## config.mk

```make
export PLATFORM = sky130hd
export DESIGN_NAME = acr_converter_ctrl
export DESIGN_NICKNAME = d
export VERILOG_FILES = /design/src/rtl/acr_pkg.sv /design/src/rtl/acr_converter_ctrl.sv
export VERILOG_INCLUDE_DIRS = /design/src /design/src/rtl
export SDC_FILE = /design/constraint.sdc
export NUM_CORES = 1
export LEC_CHECK = 0
export CAP_MARGIN = 20
export CELL_PAD_IN_SITES_DETAIL_PLACEMENT = 0
export CELL_PAD_IN_SITES_GLOBAL_PLACEMENT = 1
export CORE_UTILIZATION = 46
export CTS_CLUSTER_DIAMETER = 200
export DETAILED_ROUTE_END_ITERATION = 7
export DONT_BUFFER_PORTS = 1
export GPL_ROUTABILITY_DRIVEN = 0
export PLACE_DENSITY_LB_ADDON = 0.2
export SYNTH_ARGS = -nofsm -noshare
export SYNTH_HDL_FRONTEND = slang
export SYNTH_SLANG_ARGS = --single-unit
```

## constraint.sdc

```tcl
create_clock -name clock -period 2.6 [get_ports clock]
set_clock_uncertainty 0.05 [all_clocks]
set_input_delay 0.52 -clock clock [delete_from_list [all_inputs] [get_ports clock]]
set_output_delay 0.52 -clock clock [all_outputs]
set_load 0.02 [all_outputs]
```

## src/rtl/acr_params.svh

```systemverilog
// Register map, field positions, reset values and timing counts of the converter control block
`ifndef ACR_PARAMS_SVH
`define ACR_PARAMS_SVH

// Register byte offsets on the bus, one aligned word each
`define ACR_OFF_CTRL_MAIN    4'h0
`define ACR_OFF_CLK_SEL      4'h4
`define ACR_OFF_RES_HIGH     4'h8
`define ACR_OFF_RES_LOW      4'hc

// Main control register fields
`define ACR_BIT_JUSTIFY      7
`define ACR_BIT_REF          6
`define ACR_CHAN_HI          5
`define ACR_CHAN_LO          2
`define ACR_BIT_GO           1
`define ACR_BIT_EN           0
`define ACR_CTRL_RESET       8'h00

// Clock select register field
`define ACR_DIV_HI           6
`define ACR_DIV_LO           4
`define ACR_DIV_RESET        3'h0
`define ACR_DIV_FRC          2'h3

// Channel codes that route something
`define ACR_CHAN_LAST_PIN    4'h7
`define ACR_CHAN_CMP_REF     4'hc
`define ACR_CHAN_REF_0V6     4'hd
`define ACR_CHAN_REF_1V2     4'he

// Conversion timing in conversion clock periods, then result reset value and first trial code
`define ACR_CONV_TADS        4'hb
`define ACR_ABORT_TADS       2'h2
`define ACR_RES_RESET        10'h000
`define ACR_SAR_FIRST        10'h200

`endif

```

## src/rtl/acr_pkg.sv

```systemverilog
// Types shared by the converter control block
package acr_pkg;

    // Conversion sequencer states
    typedef enum logic [1:0] {
        ACR_IDLE    = 2'b00,
        ACR_CONVERT = 2'b01,
        ACR_RECOVER = 2'b10
    } acr_state_e;

    // Software view of the main control register
    typedef struct packed {
        logic       justify_right;
        logic       ref_external;
        logic [3:0] channel;
        logic       go;
        logic       enable;
    } acr_ctrl_s;

    // Controls handed to the analog front end
    typedef struct packed {
        logic       powered;
        logic       ref_external;
        logic [3:0] channel;
        logic       route_valid;
        logic       sample_closed;
        logic [9:0] dac_code;
    } acr_analog_s;

endpackage : acr_pkg

```

## src/rtl/acr_converter_ctrl.sv

```systemverilog
// Control, clock selection, successive approximation and result registers of the converter
`timescale 1ns/1ps
`include "acr_params.svh"

module acr_converter_ctrl
    import acr_pkg::*;
#(
    parameter int ADDR_W = 12
) (
    input  wire logic              clock,
    input  wire logic              rst,
    input  wire logic              psel,
    input  wire logic              penable,
    input  wire logic              pwrite,
    input  wire logic [ADDR_W-1:0] paddr,
    input  wire logic [31:0]       pwdata,
    output logic                   pready,
    output logic [31:0]            prdata,
    output logic                   pslverr,
    input  wire logic              frc_tick,
    input  wire logic              comp_in,
    output acr_analog_s            analog,
    output logic                   conv_complete
);

    // Limitations:
    //   comp_in and frc_tick are taken as synchronous to clock; an
    //   oscillator in another domain needs its tick synchronised outside.
    //   Reserved channel codes are stored as written; only route_valid
    //   drops, so the front end must ignore the routing while it is low.
    //   The result reads zero after reset; software must not rely on it
    //   before the first completion.
    //   The completion pulse lasts one cycle; the flag that latches it
    //   and the interrupt enable live outside this block.
    //   A start written in the same word as enable is dropped on purpose,
    //   since the front end has not powered up yet; enable first, then
    //   start in a later write.

    // The decoder compares the whole address with four-bit offsets, so narrower buses cannot be served
    if (ADDR_W < 4) begin : g_addr_check
        $error("acr_converter_ctrl: ADDR_W must be at least 4");
    end

    // Counts must leave room for the settle period and a nonzero recovery
    if (`ACR_CONV_TADS < 4'h2) begin : g_tad_check
        $error("acr_converter_ctrl: conversion count too small");
    end
    if (`ACR_ABORT_TADS == 2'h0) begin : g_rec_check
        $error("acr_converter_ctrl: recovery count must not be zero");
    end

    // Register and counter state; tad counts conversion periods, rec counts
    //   recovery periods after an early stop, div counts system clocks
    //   within one period. The sar and mask pair walks from bit 9 down.
    acr_ctrl_s   ctrl_q;
    acr_ctrl_s   ctrl_d;
    logic [2:0]  div_sel_q;
    logic [9:0]  result_q;
    logic [9:0]  sar_q;
    logic [9:0]  mask_q;
    logic [3:0]  tad_cnt_q;
    logic [1:0]  rec_cnt_q;
    logic [5:0]  div_cnt_q;
    acr_state_e  state_q;
    acr_state_e  state_d;
    logic        ready_q;
    logic        slverr_q;
    logic [31:0] rdata_q;
    logic        done_q;
    acr_analog_s analog_q;

    // Bus timing: the setup cycle captures the read view and arms ready,
    //   so every transfer completes in its first access cycle. Writes land
    //   on that access edge. A read therefore shows the state one cycle
    //   before the master samples it; a conversion that ends in that cycle
    //   is seen by the next poll.
    // Bus decode
    wire         setup_ph    = psel & ~penable;
    wire         access_wr   = psel & penable & ready_q & pwrite;
    wire         hit_main    = (paddr == ADDR_W'(`ACR_OFF_CTRL_MAIN));
    wire         hit_clk     = (paddr == ADDR_W'(`ACR_OFF_CLK_SEL));
    wire         hit_high    = (paddr == ADDR_W'(`ACR_OFF_RES_HIGH));
    wire         hit_low     = (paddr == ADDR_W'(`ACR_OFF_RES_LOW));
    wire         mapped      = hit_main | hit_clk | hit_high | hit_low;
    wire         wr_main     = access_wr & hit_main;
    wire         wr_clk      = access_wr & hit_clk;
    wire  [7:0]  wbyte       = pwdata[7:0];

    // Divider codes map to a power of two: the low two bits pick steps of
    //   four, the top bit doubles again; code x11 hands over to the
    //   oscillator tick, taken as already synchronous to the system clock.
    //   The divider is cleared on a start so the first period is whole;
    //   changing the code mid-conversion stretches or cuts one period only.
    // Conversion clock: divider over the system clock or the internal oscillator tick
    wire         use_frc     = (div_sel_q[1:0] == `ACR_DIV_FRC);
    wire  [2:0]  div_shift   = 3'({div_sel_q[1:0], 1'b1}) + 3'(div_sel_q[2]);
    wire  [5:0]  div_last    = 6'((7'h01 << div_shift) - 7'h01);
    wire         div_tick    = (div_cnt_q == div_last);
    wire         tad_tick    = use_frc ? frc_tick : div_tick;

    // Sequencer events
    wire         converting  = (state_q == ACR_CONVERT);
    wire         idle        = (state_q == ACR_IDLE);
    wire         start_req   = wr_main & wbyte[`ACR_BIT_GO] & ctrl_q.enable & idle;
    wire         sw_abort    = converting & wr_main & ~wbyte[`ACR_BIT_GO];
    wire         off_abort   = converting & ~ctrl_q.enable;
    wire         settle_tad  = (tad_cnt_q == 4'h0);
    wire         last_tad    = (tad_cnt_q == `ACR_CONV_TADS - 4'h1);
    wire         finish      = converting & tad_tick & last_tad & ~sw_abort & ~off_abort;
    wire  [9:0]  mask_next   = mask_q >> 1;

    // Per-bit decision: the trial bit drops out when the held input is below the code
    logic [9:0]  sar_kept;
    for (genvar b = 0; b < $bits(sar_q); b++) begin : g_sar_bit
        assign sar_kept[b] = mask_q[b] ? (sar_q[b] & comp_in) : sar_q[b];
    end

    // Channel routing: pins 0-7 and the three internal references
    wire  [3:0]  chan        = ctrl_d.channel; // Same cycle as the routed channel
    wire         chan_pin    = (chan <= `ACR_CHAN_LAST_PIN);
    wire         chan_ref    = (chan == `ACR_CHAN_CMP_REF) | (chan == `ACR_CHAN_REF_0V6) |
                               (chan == `ACR_CHAN_REF_1V2);

    // Read view per offset:
    //   main control  justify, reference, channel, start/busy, enable
    //   clock select  divider field in 6:4, other bits zero
    //   result high   left: bits 9-2; right: bits 9-8 in 1:0
    //   result low    left: bits 1-0 in 7:6; right: bits 7-0
    //   reserved result bits read zero rather than stale data
    // Result byte layouts for the two justifications
    wire  [7:0]  res_high    = ctrl_q.justify_right ? {6'h00, result_q[9:8]} : result_q[9:2];
    wire  [7:0]  res_low     = ctrl_q.justify_right ? result_q[7:0] : {result_q[1:0], 6'h00};
    wire  [7:0]  clk_rd      = {1'b0, div_sel_q, 4'h0};
    wire  [7:0]  rd_byte     = hit_main ? ctrl_q : hit_clk ? clk_rd : hit_high ? res_high :
                               hit_low ? res_low : 8'h00;

    // Next value of the main control register
    //   While converting, writing zero to start aborts and writing one
    //   keeps the conversion running. Completion and power-off both clear
    //   the start bit, and they win over a write in the same cycle.
    //   A start outside idle, recovery included, is dropped.
    always_comb begin
        ctrl_d = ctrl_q;
        if (wr_main) begin
            ctrl_d.justify_right = wbyte[`ACR_BIT_JUSTIFY];
            ctrl_d.ref_external  = wbyte[`ACR_BIT_REF];
            ctrl_d.channel       = wbyte[`ACR_CHAN_HI:`ACR_CHAN_LO];
            ctrl_d.enable        = wbyte[`ACR_BIT_EN];
            ctrl_d.go            = converting ? wbyte[`ACR_BIT_GO] : start_req;
        end
        if (finish | off_abort) begin
            ctrl_d.go = 1'b0;
        end
    end

    // Sequencer next state
    // Idle: hold switch closed while enabled, the capacitor tracks the pin
    // Convert: first period settles, the next ten decide bits 9 down to 0
    // Recover: after an early stop the switch stays open for two periods
    // A start is only honoured from idle, so a start in recovery is dropped
    // Clearing enable mid-conversion takes the same recovery path as a stop
    // The result only ever loads from the convert state on its last period
    // Recovery counts ticks of the chosen conversion clock; the divider is not restarted, so the first may be short
    // No state holds the hold switch closed while the converter is off
    always_comb begin
        state_d = state_q;
        case (state_q)
            ACR_IDLE: begin
                if (start_req) begin
                    state_d = ACR_CONVERT;
                end
            end
            ACR_CONVERT: begin
                if (sw_abort | off_abort) begin
                    state_d = ACR_RECOVER;
                end else if (finish) begin
                    state_d = ACR_IDLE;
                end
            end
            ACR_RECOVER: begin
                if (tad_tick & (rec_cnt_q == `ACR_ABORT_TADS - 2'h1)) begin
                    state_d = ACR_IDLE;
                end
            end
            default: begin
                state_d = ACR_IDLE;
            end
        endcase
    end

    // Main control register
    always_ff @(posedge clock) begin
        if (rst) begin
            ctrl_q <= `ACR_CTRL_RESET;
        end else begin
            ctrl_q <= ctrl_d;
        end
    end

    // Sequencer state
    always_ff @(posedge clock) begin
        if (rst) begin
            state_q <= ACR_IDLE;
        end else begin
            state_q <= state_d;
        end
    end

    // Clock select register; only the divider field is stored, the rest reads zero
    always_ff @(posedge clock) begin
        if (rst) begin
            div_sel_q <= `ACR_DIV_RESET;
        end else if (wr_clk) begin
            div_sel_q <= wbyte[`ACR_DIV_HI:`ACR_DIV_LO];
        end
    end

    // Divider restarts with each conversion so the first period is whole
    always_ff @(posedge clock) begin
        if (rst | start_req | div_tick) begin
            div_cnt_q <= 6'h00;
        end else begin
            div_cnt_q <= div_cnt_q + 6'h01;
        end
    end

    // Recovery period count after an early stop; it rests at zero outside
    //   recovery so each abort counts two ticks, the first possibly a partial period
    always_ff @(posedge clock) begin
        if (rst | (state_q != ACR_RECOVER)) begin
            rec_cnt_q <= 2'h0;
        end else if (tad_tick) begin
            rec_cnt_q <= rec_cnt_q + 2'h1;
        end
    end

    // Conversion period count from the start write
    always_ff @(posedge clock) begin
        if (rst | start_req) begin
            tad_cnt_q <= 4'h0;
        end else if (converting & tad_tick) begin
            tad_cnt_q <= tad_cnt_q + 4'h1;
        end
    end

    // Successive approximation: one settle period, then one bit per period
    always_ff @(posedge clock) begin
        if (rst | start_req) begin
            sar_q  <= `ACR_SAR_FIRST;
            mask_q <= `ACR_SAR_FIRST;
        end else if (converting & tad_tick & ~settle_tad) begin
            sar_q  <= sar_kept | mask_next;
            mask_q <= mask_next;
        end
    end

    // Completion pulse for the flag logic outside
    always_ff @(posedge clock) begin
        if (rst) begin
            done_q <= 1'b0;
        end else begin
            done_q <= finish;
        end
    end

    // Result loads as one word so both bytes always match; aborts leave it alone
    always_ff @(posedge clock) begin
        if (rst) begin
            result_q <= `ACR_RES_RESET;
        end else if (finish) begin
            result_q <= sar_kept;
        end
    end

    // Front end fields: powered follows enable, ref_external picks the
    //   positive reference, channel and route_valid steer the input mux,
    //   sample_closed closes the hold switch, dac_code is the trial code.
    //   All are registered so the front end sees no decode glitches.
    wire         afe_route   = chan_pin | chan_ref;
    wire         afe_sample  = ctrl_d.enable & (state_d == ACR_IDLE);

    // Analog front end controls; the hold switch simply reopens, it never dumps charge
    always_ff @(posedge clock) begin
        if (rst) begin
            analog_q <= '0;
        end else begin
            analog_q.powered       <= ctrl_d.enable;
            analog_q.ref_external  <= ctrl_d.ref_external;
            analog_q.channel       <= ctrl_d.channel;
            analog_q.route_valid   <= afe_route;
            analog_q.sample_closed <= afe_sample;
            analog_q.dac_code      <= sar_q;
        end
    end

    // Bus answer is prepared in the setup cycle, giving zero wait states
    always_ff @(posedge clock) begin
        if (rst) begin
            ready_q  <= 1'b0;
            slverr_q <= 1'b0;
        end else begin
            ready_q  <= setup_ph;
            slverr_q <= setup_ph & ~mapped;
        end
    end

    // Read data is zero for writes and unmapped reads, so no stale value shows
    always_ff @(posedge clock) begin
        if (rst) begin
            rdata_q <= 32'h0000_0000;
        end else if (setup_ph) begin
            rdata_q <= pwrite ? 32'h0000_0000 : {24'h00_0000, rd_byte};
        end
    end

    // Every output is a flop: the bus answer, the front end controls and
    //   the completion pulse. Nothing combinational leaves the block, so
    //   the far side sees clean levels a full cycle after each decision.
    assign pready        = ready_q;
    assign pslverr       = slverr_q;
    assign prdata        = rdata_q;
    assign analog        = analog_q;
    assign conv_complete = done_q;

endmodule : acr_converter_ctrl

```

# After elaboration in Yosys (flattened, before gate mapping)

Cells that the tools add are included.

Bits of input ports: 51
Word-level logic and storage cells: 119
Register bits: 102
Output and inout port bits: 53

Order comparisons: 1
Shift operators: 1
Reductions and logical operators: 5
Muxes and demuxes: 25
Equality and inequality tests: 13
Add/subtract/negate cells: 5
Bitwise operators: 49

Operators with widths:

| cell                                                                             | count |
|---|---|
| 8-bit 2-to-1 mux                                                                 | 7 |
| 1-bit bitwise AND                                                                | 30 |
| 12-bit by 4-bit equality test with 1-bit output, second input constant           | 2 |
| 4-bit equality test, second input constant                                       | 4 |
| 12-bit by 3-bit equality test with 1-bit output, second input constant           | 1 |
| 12-bit logical NOT                                                               | 1 |
| 1-bit 2-to-1 mux                                                                 | 12 |
| 1-bit bitwise OR                                                                 | 11 |
| 10-bit by 9-bit bitwise OR with 10-bit output                                    | 1 |
| 2-bit 2-to-1 mux                                                                 | 4 |
| 7-bit 2-to-1 mux                                                                 | 1 |
| 1-bit inverter                                                                   | 7 |
| 6-bit by 1-bit adder with 6-bit output, second input constant                    | 1 |
| 6-bit equality test                                                              | 1 |
| 2-bit one-hot mux with 3 select lines                                            | 1 |
| 1-bit by 3-bit left shift with 6-bit output, first input constant                | 1 |
| 6-bit by 1-bit subtractor with 6-bit output, second input constant               | 1 |
| 4-bit by 1-bit adder with 4-bit output, second input constant                    | 1 |
| 2-bit by 1-bit equality test with 1-bit output, second input constant            | 2 |
| 2-bit equality test, second input constant                                       | 2 |
| 4-bit by 3-bit less-or-equal comparator with 1-bit output, second input constant | 1 |
| 2-bit logical NOT                                                                | 2 |
| 4-bit logical NOT                                                                | 1 |
| 3-bit by 1-bit adder with 3-bit output                                           | 1 |
| other kinds (3)                                                                  | 3 |

# Logic depth before layout (Yosys ltp)

Gate-level depths: netlist of run 1.

Depth after elaboration: 14
Mapped depth: 11
Depth with buffers taken out: 9

# Least setup slack after synthesis of run 1

OpenSTA, ideal clock, no wires.

Kind: flip-flop to flip-flop
From: register div_sel_q[0]
To: register sar_q[9]
Arrival: 2.136 ns
Slack: 0.284 ns
Library setup time: 0.130 ns
Path buffers: 2
Cell stages (with the launch flop): 11
Cells stage by stage: dfxtp_1 -> buf_2 -> inv_1 -> nand3_1 -> ha_1 -> xnor2_1 -> nor4b_4 -> a41oi_4 -> buf_6 -> o31ai_1 -> nand2_1

Longest elaborated chain between the ends: 7
Elaborated cells between the ends (all ways): 8
Classes of those cells: add/sub (2); eq/ne (2); shift (1); mux (1); bitwise (2)

RTL lines:

| element                                     | RTL line                  | text |
|---|---|---|
| start, declared                             | acr_converter_ctrl.sv:57  | `logic [2:0] div_sel_q;` |
| start signal, assigned                      | acr_converter_ctrl.sv:212 | `` div_sel_q <= `ACR_DIV_RESET; `` |
| start signal, assigned                      | acr_converter_ctrl.sv:214 | `` div_sel_q <= wbyte[`ACR_DIV_HI:`ACR_DIV_LO]; `` |
| 3-bit by 1-bit adder with 3-bit output      | acr_converter_ctrl.sv:96  | `wire [2:0] div_shift = 3'({div_sel_q[1:0], 1'b1}) + 3'(div_sel_q[2]);` |
| 1-bit by 3-bit left shift with 6-bit output | acr_converter_ctrl.sv:97  | `wire [5:0] div_last = 6'((7'h01 << div_shift) - 7'h01);` |
| 6-bit by 1-bit subtractor with 6-bit output | acr_converter_ctrl.sv:97  |  |
| 6-bit equality test                         | acr_converter_ctrl.sv:98  | `wire div_tick = (div_cnt_q == div_last);` |
| 1-bit 2-to-1 mux (*)                        | acr_converter_ctrl.sv:99  | `wire tad_tick = use_frc ? frc_tick : div_tick;` |
| 1-bit bitwise AND (*) (2 in series)         | acr_converter_ctrl.sv:251 | `end else if (converting & tad_tick & ~settle_tad) begin` |
| end signal, assigned                        | acr_converter_ctrl.sv:249 | `` sar_q <= `ACR_SAR_FIRST; `` |
| end signal, assigned                        | acr_converter_ctrl.sv:252 | `sar_q <= sar_kept \| mask_next;` |
| end, declared                               | acr_converter_ctrl.sv:59  | `logic [9:0] sar_q;` |

Mark *: on every way between the ends. The rest lies on a longest branch, timed or not.
A chain may end at the register's enable or synchronous reset.

# Worst setup path after layout of run 1

From: register div_sel_q[1]
To: register sar_q[2]

The elaborated chain is that of the path after synthesis.

==> results.json, run 1 <==
{
  "outcome": "complete, no violations",
  "wl_per_cell_um": 15.28,
  "clock_path_buffers": 2,
  "rsz0062_at_grt": "no",
  "drc_errors": 0,
  "cts.sinks": 78,
  "hold_violations": 0,
  "die_h_um": 94.06,
  "drt_wl_total_mm": 8.620,
  "path_clk_slew_ns": 0.08,
  "avgSynthCellArea_um2": 8.569,
  "dieArea_um2": 8847,
  "post-route-period-util_pct": 91.44,
  "drv_cap": 0,
  "p_sw_mw": 0.6047,
  "maxSlewViolCount": 0,
  "finalSetupViolCount": 0,
  "rrSetupSlack_ns": 0.22,
  "reg2regPathDepth": 10,
  "vdd_drop_max_mv": 0.2095,
  "min_delay_path_depth": 1,
  "syn_inst": 455,
  "ys_ff_latch": 78,
  "clkPwrFrac_pct": 38.3,
  "leakagePower_nw": 1.496,
  "layout-drive-gt1-share_pct": 11.33,
  "whs_ns": 0.1851,
  "final_area_um2": 4130,
  "synth_area_um2": 3899,
  "start_util_pct": 47.45,
  "insertion_delay_ns": 0.36,
  "yosys_warnings": 0,
  "final_cells": 564,
  "dr.pass1.iters": 4,
  "grt_max_degree": 39,
  "viasPerCell": 5.406,
  "core.rowCount": 33,
  "required_ns": 2.78,
  "worstMarginPinSlew_ns": 0.6946,
  "grt-ovfl-total": 0,
  "slowest_delay_ns": 0.41,
  "timing.rr.end": "sar_q[2]",
  "synth_cell_types": 60,
  "syn2layout_area_growth_pct": 5.937,
  "cp-start-kind": "flip-flop",
  "placed_area_um2": 3920,
  "seqPwrFrac_pct": 54.1,
  "fin_setup_tns_ns": 0,
  "crit_fanout": 19,
  "grt_pass1_wl_mm": 13.83,
  "critical_path_class": "reg2reg",
  "min_to": "state_q[1]",
  "crit_slowest_cell": "dfxtp_1",
  "cts_max_level": 3,
  "coreArea_um2": 8217,
  "die_w_um": 94.06,
  "path_cells": "inv_1, nand3_1, ha_1, nor2_2, a32oi_2, xor2_2, a41oi_4, buf_12, nor4_1, o32ai_1",
  "cts_made_buffers": 9,
  "hpwl_mm": 6.199,
  "reg2reg_from": "div_sel_q[1]",
  "nets": 511,
  "p_int_mw": 1.641,
  "root_buffer": "clkbuf_8",
  "min-delay-path-class": "in2reg",
  "max-slew-margin-rel_pct": 53.58,
  "ios": 104,
  "synth_edf_count": 0,
  "seq_area_frac_synth_pct": 40.05,
  "synthArstFlopShare_pct": 0,
  "grt_usage_pct": 20.47,
  "antenna_found_initial": 0,
  "vias": 3049,
  "diodes": 0,
  "grt_pass1_vias": 2806,
  "drt_iter0_drc": 117,
  "ys.flop_type": "dfxtp_1",
  "clock.fmax_mhz": 420.6,
  "critical_path_buf_inv_count": 2,
  "port_buffers": 0,
  "p_sw_share_pct": 26.93,
  "critPathArrivalTime_ns": 2.55,
  "ctsHoldBuffers": 0,
  "power_density_nw_per_um2": 543.7,
  "postRouteAntennaNets": 0,
  "min_period_ns": 2.377,
  "min-delay-start": "rst",
  "place_inst": 547,
  "cts_tree": "yes",
  "crit_family": "compound AO/OA/AOI/OAI gates",
  "p_comb_share_pct": 7.6,
  "num-fill-cells": 783,
  "critPathCaptureType": "flip-flop"
}
==> cell usage after synthesis, types with 3 or more instances <==
cell / instances / area share (%)
dfxtp_1: 78 / 40
nand2_1: 48 / 4.6
a21oi_1: 32 / 4.1
buf_4: 32 / 6.2
nor2_1: 30 / 2.9
o21ai_0: 27 / 3.5
mux2i_1: 20 / 5.1
inv_1: 18 / 1.7
nand3_1: 16 / 2.1
nor2b_1: 16 / 2.6
clkbuf_1: 15 / 1.4
nor4_1: 13 / 2.1
o21ai_1: 9 / 1.2
o32ai_1: 8 / 1.8
and3_1: 6 / 0.96
ha_1: 6 / 1.9
xor2_1: 6 / 1.3
nand2b_1: 5 / 0.80
a22oi_1: 4 / 0.77
buf_6: 4 / 1.2
or3_1: 4 / 0.64
xnor2_1: 4 / 0.90
buf_2: 3 / 0.38
nand3b_1: 3 / 0.58
nand4_1: 3 / 0.48
==> logic make-up after synthesis <==
logic type | Yosys count | share of synthesized area (%)
buffers and inverters | 74 | 11.17
AND/OR/NAND/NOR | 160 | 21.25
XOR/XNOR | 11 | 2.664
flip-flops | 78 | 40.05
other | 1 | 0.09618
adder cells (fa/ha/maj) | 6 | 1.925
multiplexers | 20 | 5.135
AO/OA/AOI/OAI | 105 | 17.72
==> power groups by stage <==
stage	sequential [mW]	clock, mW	combinational [mW]
floorplan	1.24	0	0.175
global placement	1.24	0	0.171
detailed placement	1.24	0	0.172
CTS	1.21	0.881	0.172
global route	1.22	0.933	0.188
finish	1.21	0.860	0.171
==> per-stage QoR <==
stage	util, %	setup slack (ns)	power (mW)
4_1_cts	49.93	0.02421	2.268
3_5_place_dp	47.71	0.03750	1.415
6_report	50.27	0.2225	2.245
3_3_place_gp	47.71	0.07957	1.413
5_1_grt	50.27	0.06047	2.337
2_1_floorplan	-	0.2844	1.415
==> repair_timing <==
item / CTS / global route
setup buffers: 0 / 1
setup endpoints to repair: 0 / 10
gates resized for setup: 0 / 1
==> layout by cell type (no fill, tap or decap), types with 4 or more instances in the layout <==
cell / n
xor2_1: 6
nand3_1: 16
clkbuf_8: 10
and3_1: 6
xnor2_1: 4
a21oi_1: 32
o32ai_1: 8
nor2_1: 30
buf_4: 17
o21ai_0: 27
a22oi_1: 4
dfxtp_1: 78
ha_1: 6
o21ai_1: 9
mux2i_1: 20
nor2b_1: 16
or3_1: 4
nor4_1: 13
inv_1: 18
conb_1: 24
nand2_1: 48
nand2b_1: 5
==> final cells by class <==
class | count | area, um^2 | share of cell area (%)
multi-input combinational | 326 | 1996 | 48.32
clock buffer | 10 | 137.6 | 3.332
inverter | 19 | 71.32 | 1.727
sequential | 78 | 1562 | 37.81
tap | 105 | 131.4 | 3.181
timing repair buffer | 20 | 187.7 | 4.544
clock inverter | 6 | 45.04 | 1.091
==> state kept, by name, indices dropped and copies added (netlist names), 2 cells and up <==
signal / flops
result_q: 10
div_cnt_q: 6
div_sel_q: 3
mask_q: 10
ctrl_q: 2
state_q: 2
tad_cnt_q: 4
prdata: 8
sar_q: 10
analog: 18
rec_cnt_q: 2
==> metal layers <==
layer  wire (um)  share of wire (%)  global-route usage (%)  vias up
li1            -                  -                       -     1535
met1        4059                 47                   26.36     1432
met2        4075                 47                   33.33       70
met3         304                3.5                   4.045       12
met4         181                2.1                   8.333        0
met5           0                  0                       0        -
==> how the worst max path moves through the flow <==
stage	cells past startpoint	to	from	slack (ns)
global route	10	sar_q[4]	div_sel_q[1]	0.06
finish	10	sar_q[2]	div_sel_q[1]	0.22
CTS	9	result_q[7]	div_sel_q[1]	0.02
global placement	9	result_q[5]	div_sel_q[1]	0.08
detailed placement	9	result_q[4]	div_sel_q[1]	0.04
floorplan	10	sar_q[9]	div_sel_q[0]	0.28
Note: power is estimated with default switching activity, not from simulation.
==> run 2, diff against run 1 <==
- ABC_AREA: default -> 1
- BUFFER_PORTS_ARGS: default -> -buffer_cell sky130_fd_sc_hd__buf_2
- CORE_UTILIZATION: 46 -> 37
- DONT_BUFFER_PORTS: 1 -> default
- GPL_TIMING_DRIVEN: default -> 0
==> run 2 against run 1 <==
Maximum frequency rose by 0.36%; synthesized cell count up 22%; flip-flop and latch count unchanged; sequential power barely moved; highest routed layer unchanged; final area grew 13%; via count is 17% higher; synthesized area shrank 0.61%; sequential share of layout area shrank 4.3 points; wire length rose by 5.8%; count of clock-buffer cells in the layout rose by 1; worst setup slack improved by 0.0084 ns; global-route usage decreased by 2.9 points.
==> results.json, run 2 <==
{
  "path_clk_slew_ns": 0.09,
  "drt_wl_total_mm": 9.122,
  "critical_path_class": "reg2reg",
  "drv_cap": 0,
  "path_cells": "buf_6, nor2_2, nand2_1, ha_2, xor2_1, nand3_1, nor2_2, nand3_2, nand2_4, buf_4, nand4_2, buf_4, o21bai_1, nor2_1",
  "start_util_pct": 38.93,
  "yosys_warnings": 0,
  "synth_top_area_share_pct": 40.30,
  "diodes": 0,
  "grt_usage_pct": 17.55,
  "antenna_found_initial": 0,
  "drt_iter0_drc": 128,
  "die_w_um": 104.3,
  "finalSetupViolCount": 0,
  "max-slew-margin-rel_pct": 62.02,
  "layout_setup_ws_ns": 0.2309,
  "netlist_top_cells_area": "dfxtp_1 40%, nand2_1 11%, a21oi_1 6.8%",
  "crit_slowest_cell": "ha_2",
  "synth_area_um2": 3875,
  "ios": 104,
  "nets": 703,
  "top_usage_layer": "met2",
  "cts_made_buffers": 9,
  "coreArea_um2": 9955,
  "placed_area_um2": 4403,
  "cts.sinks": 78,
  "viasPerCell": 4.550,
  "final_area_um2": 4658,
  "vias": 3567,
  "grtUsageMet3_pct": 2.820,
  "power_density_nw_per_um2": 502.5,
  "post-route-period-util_pct": 91.12,
  "port_buffers": 55,
  "final_common_cell": "nand2_1",
  "dr.pass1.iters": 5,
  "avgSynthCellArea_um2": 6.995,
  "syn2layout_area_growth_pct": 20.21,
  "layout_common_cells": "114 x nand2_1, 77 x dfxtp_1, 62 x inv_1",
  "min_period_ns": 2.369,
  "vdd_drop_max_mv": 0.2350,
  "ys_ff_latch": 78,
  "layout-drive-gt1-share_pct": 21.81,
  "slowest_delay_ns": 0.33,
  "synthArstFlopShare_pct": 0,
  "critPathCaptureType": "flip-flop",
  "whs_ns": 0.3912,
  "root_buffer": "clkbuf_8",
  "critPathArrivalTime_ns": 2.56,
  "syn_inst": 554,
  "critical_path_buf_inv_count": 3,
  "synth_commonest_cells": "114 x nand2_1, 78 x dfxtp_1, 62 x inv_1, 60 x nor2_1, 53 x a21oi_1",
  "rsz0062_at_grt": "yes",
  "crit_fanout": 10,
  "drc_errors": 0,
  "synth_cell_types": 37,
  "leakagePower_nw": 2.183,
  "synth_edf_count": 0,
  "cts_max_level": 3,
  "grt_max_degree": 14,
  "postRouteAntennaNets": 0,
  "die_h_um": 104.3,
  "min-delay-path-class": "in2reg",
  "hold_violations": 0,
  "grtUsageMet2_pct": 28.43,
  "dp_slack_ns": 0.08411,
  "wl_per_cell_um": 11.64,
  "yosys.area.top_type": "dfxtp_1",
  "synth.most_common_cell": "nand2_1",
  "grt_pass1_vias": 3234,
  "cts_tree": "yes",
  "gr-usage-met1_pct": 23.33,
  "worstMarginPinSlew_ns": 0.5697,
  "clock_path_buffers": 2,
  "ys.flop_type": "dfxtp_1",
  "largest_reg_flops": 18,
  "hpwl_mm": 6.813,
  "core.rowCount": 36,
  "ctsHoldBuffers": 0,
  "outcome": "complete, no violations",
  "dieArea_um2": 10890,
  "required_ns": 2.79,
  "maxSlewViolCount": 0,
  "seq_area_frac_synth_pct": 40.30,
  "grt-ovfl-total": 0,
  "clock.fmax_mhz": 422.1,
  "cp-start-kind": "flip-flop",
  "crit_family": "simple AND/OR/NAND/NOR gates",
  "insertion_delay_ns": 0.35,
  "grt_pass1_wl_mm": 15.43
}
## run 2: report_power, final
group	switching [mW]	leakage (nW)	internal (mW)	total (mW)
Clock	0.468	0.0955	0.471	0.938
Combinational	0.115	1.46	0.0780	0.193
Sequential	0.00753	0.630	1.20	1.21
## run 2: worst register-to-register path: cells and delay by family, from the launching register on
kind | cells | cell delay, ns
AO/OA/AOI/OAI | 1 | 0.15
XOR/XNOR | 1 | 0.13
buffers and inverters | 3 | 0.46
adder cells (fa/ha/maj) | 1 | 0.33
AND/OR/NAND/NOR | 8 | 0.84
flip-flops | 1 | 0.31
## run 2: what timing repair did
action / in CTS / in global routing
resized for setup: 0 / 10
setup endpoints to repair: 0 / 35
setup buffers: 0 / 3
## run 2: cells by family (layout without fill, tap and decap cells)
logic type	Yosys count	after routing	synth area share [%]
simple gates	249	249	27.74
flops	78	78	40.30
compound gates	99	99	13.66
fa+ha+maj	6	6	1.937
buf+inv	116	190	15.14
other cells	1	24	0.09678
xor+xnor	5	5	1.130
## run 2: path summary, 6_finish.rpt
kind	end	start	cells after the start	slack, ns
worst max-delay path	result_q[8]	div_sel_q[2]	14	0.23
worst min-delay path	analog[0]	rst	2	0.39
worst max register to register	result_q[8]	div_sel_q[2]	14	0.23
worst min register to register	analog[2]	sar_q[2]	2	0.41
## run 2: metal layers
metal,share of wire [%],wire length [um],vias up
met4,1.1,102,0
met3,4.6,420,9
met5,0,0,-
met1,48,4389,1572
li1,-,-,1893
met2,46,4211,93
## run 2: metrics by stage
stage / total power [mW] / utilization (%) / TNS [ns] / cells
floorplan: 1.367 / - / 0 / 577
global placement: 1.413 / 44.23 / 0 / 765
detailed placement: 1.414 / 44.23 / 0 / 765
CTS: 2.344 / 46.24 / 0 / 781
global route: 2.429 / 46.79 / -0.01916 / 784
finish: 2.341 / 46.79 / 0 / 784
## run 2: final cells by class
| type | count | area (um^2) |
|---|---|---|
| flip-flops and latches | 78 | 1563 |
| plain buffers | 48 | 340.3 |
| clock buffers | 11 | 141.4 |
| repair buffers | 58 | 297.8 |
| well taps | 133 | 166.4 |
| inverters | 68 | 255.2 |
| multi-input cells | 383 | 1836 |
| fillers | 1053 | 5296 |
| clock inverters | 5 | 58.81 |
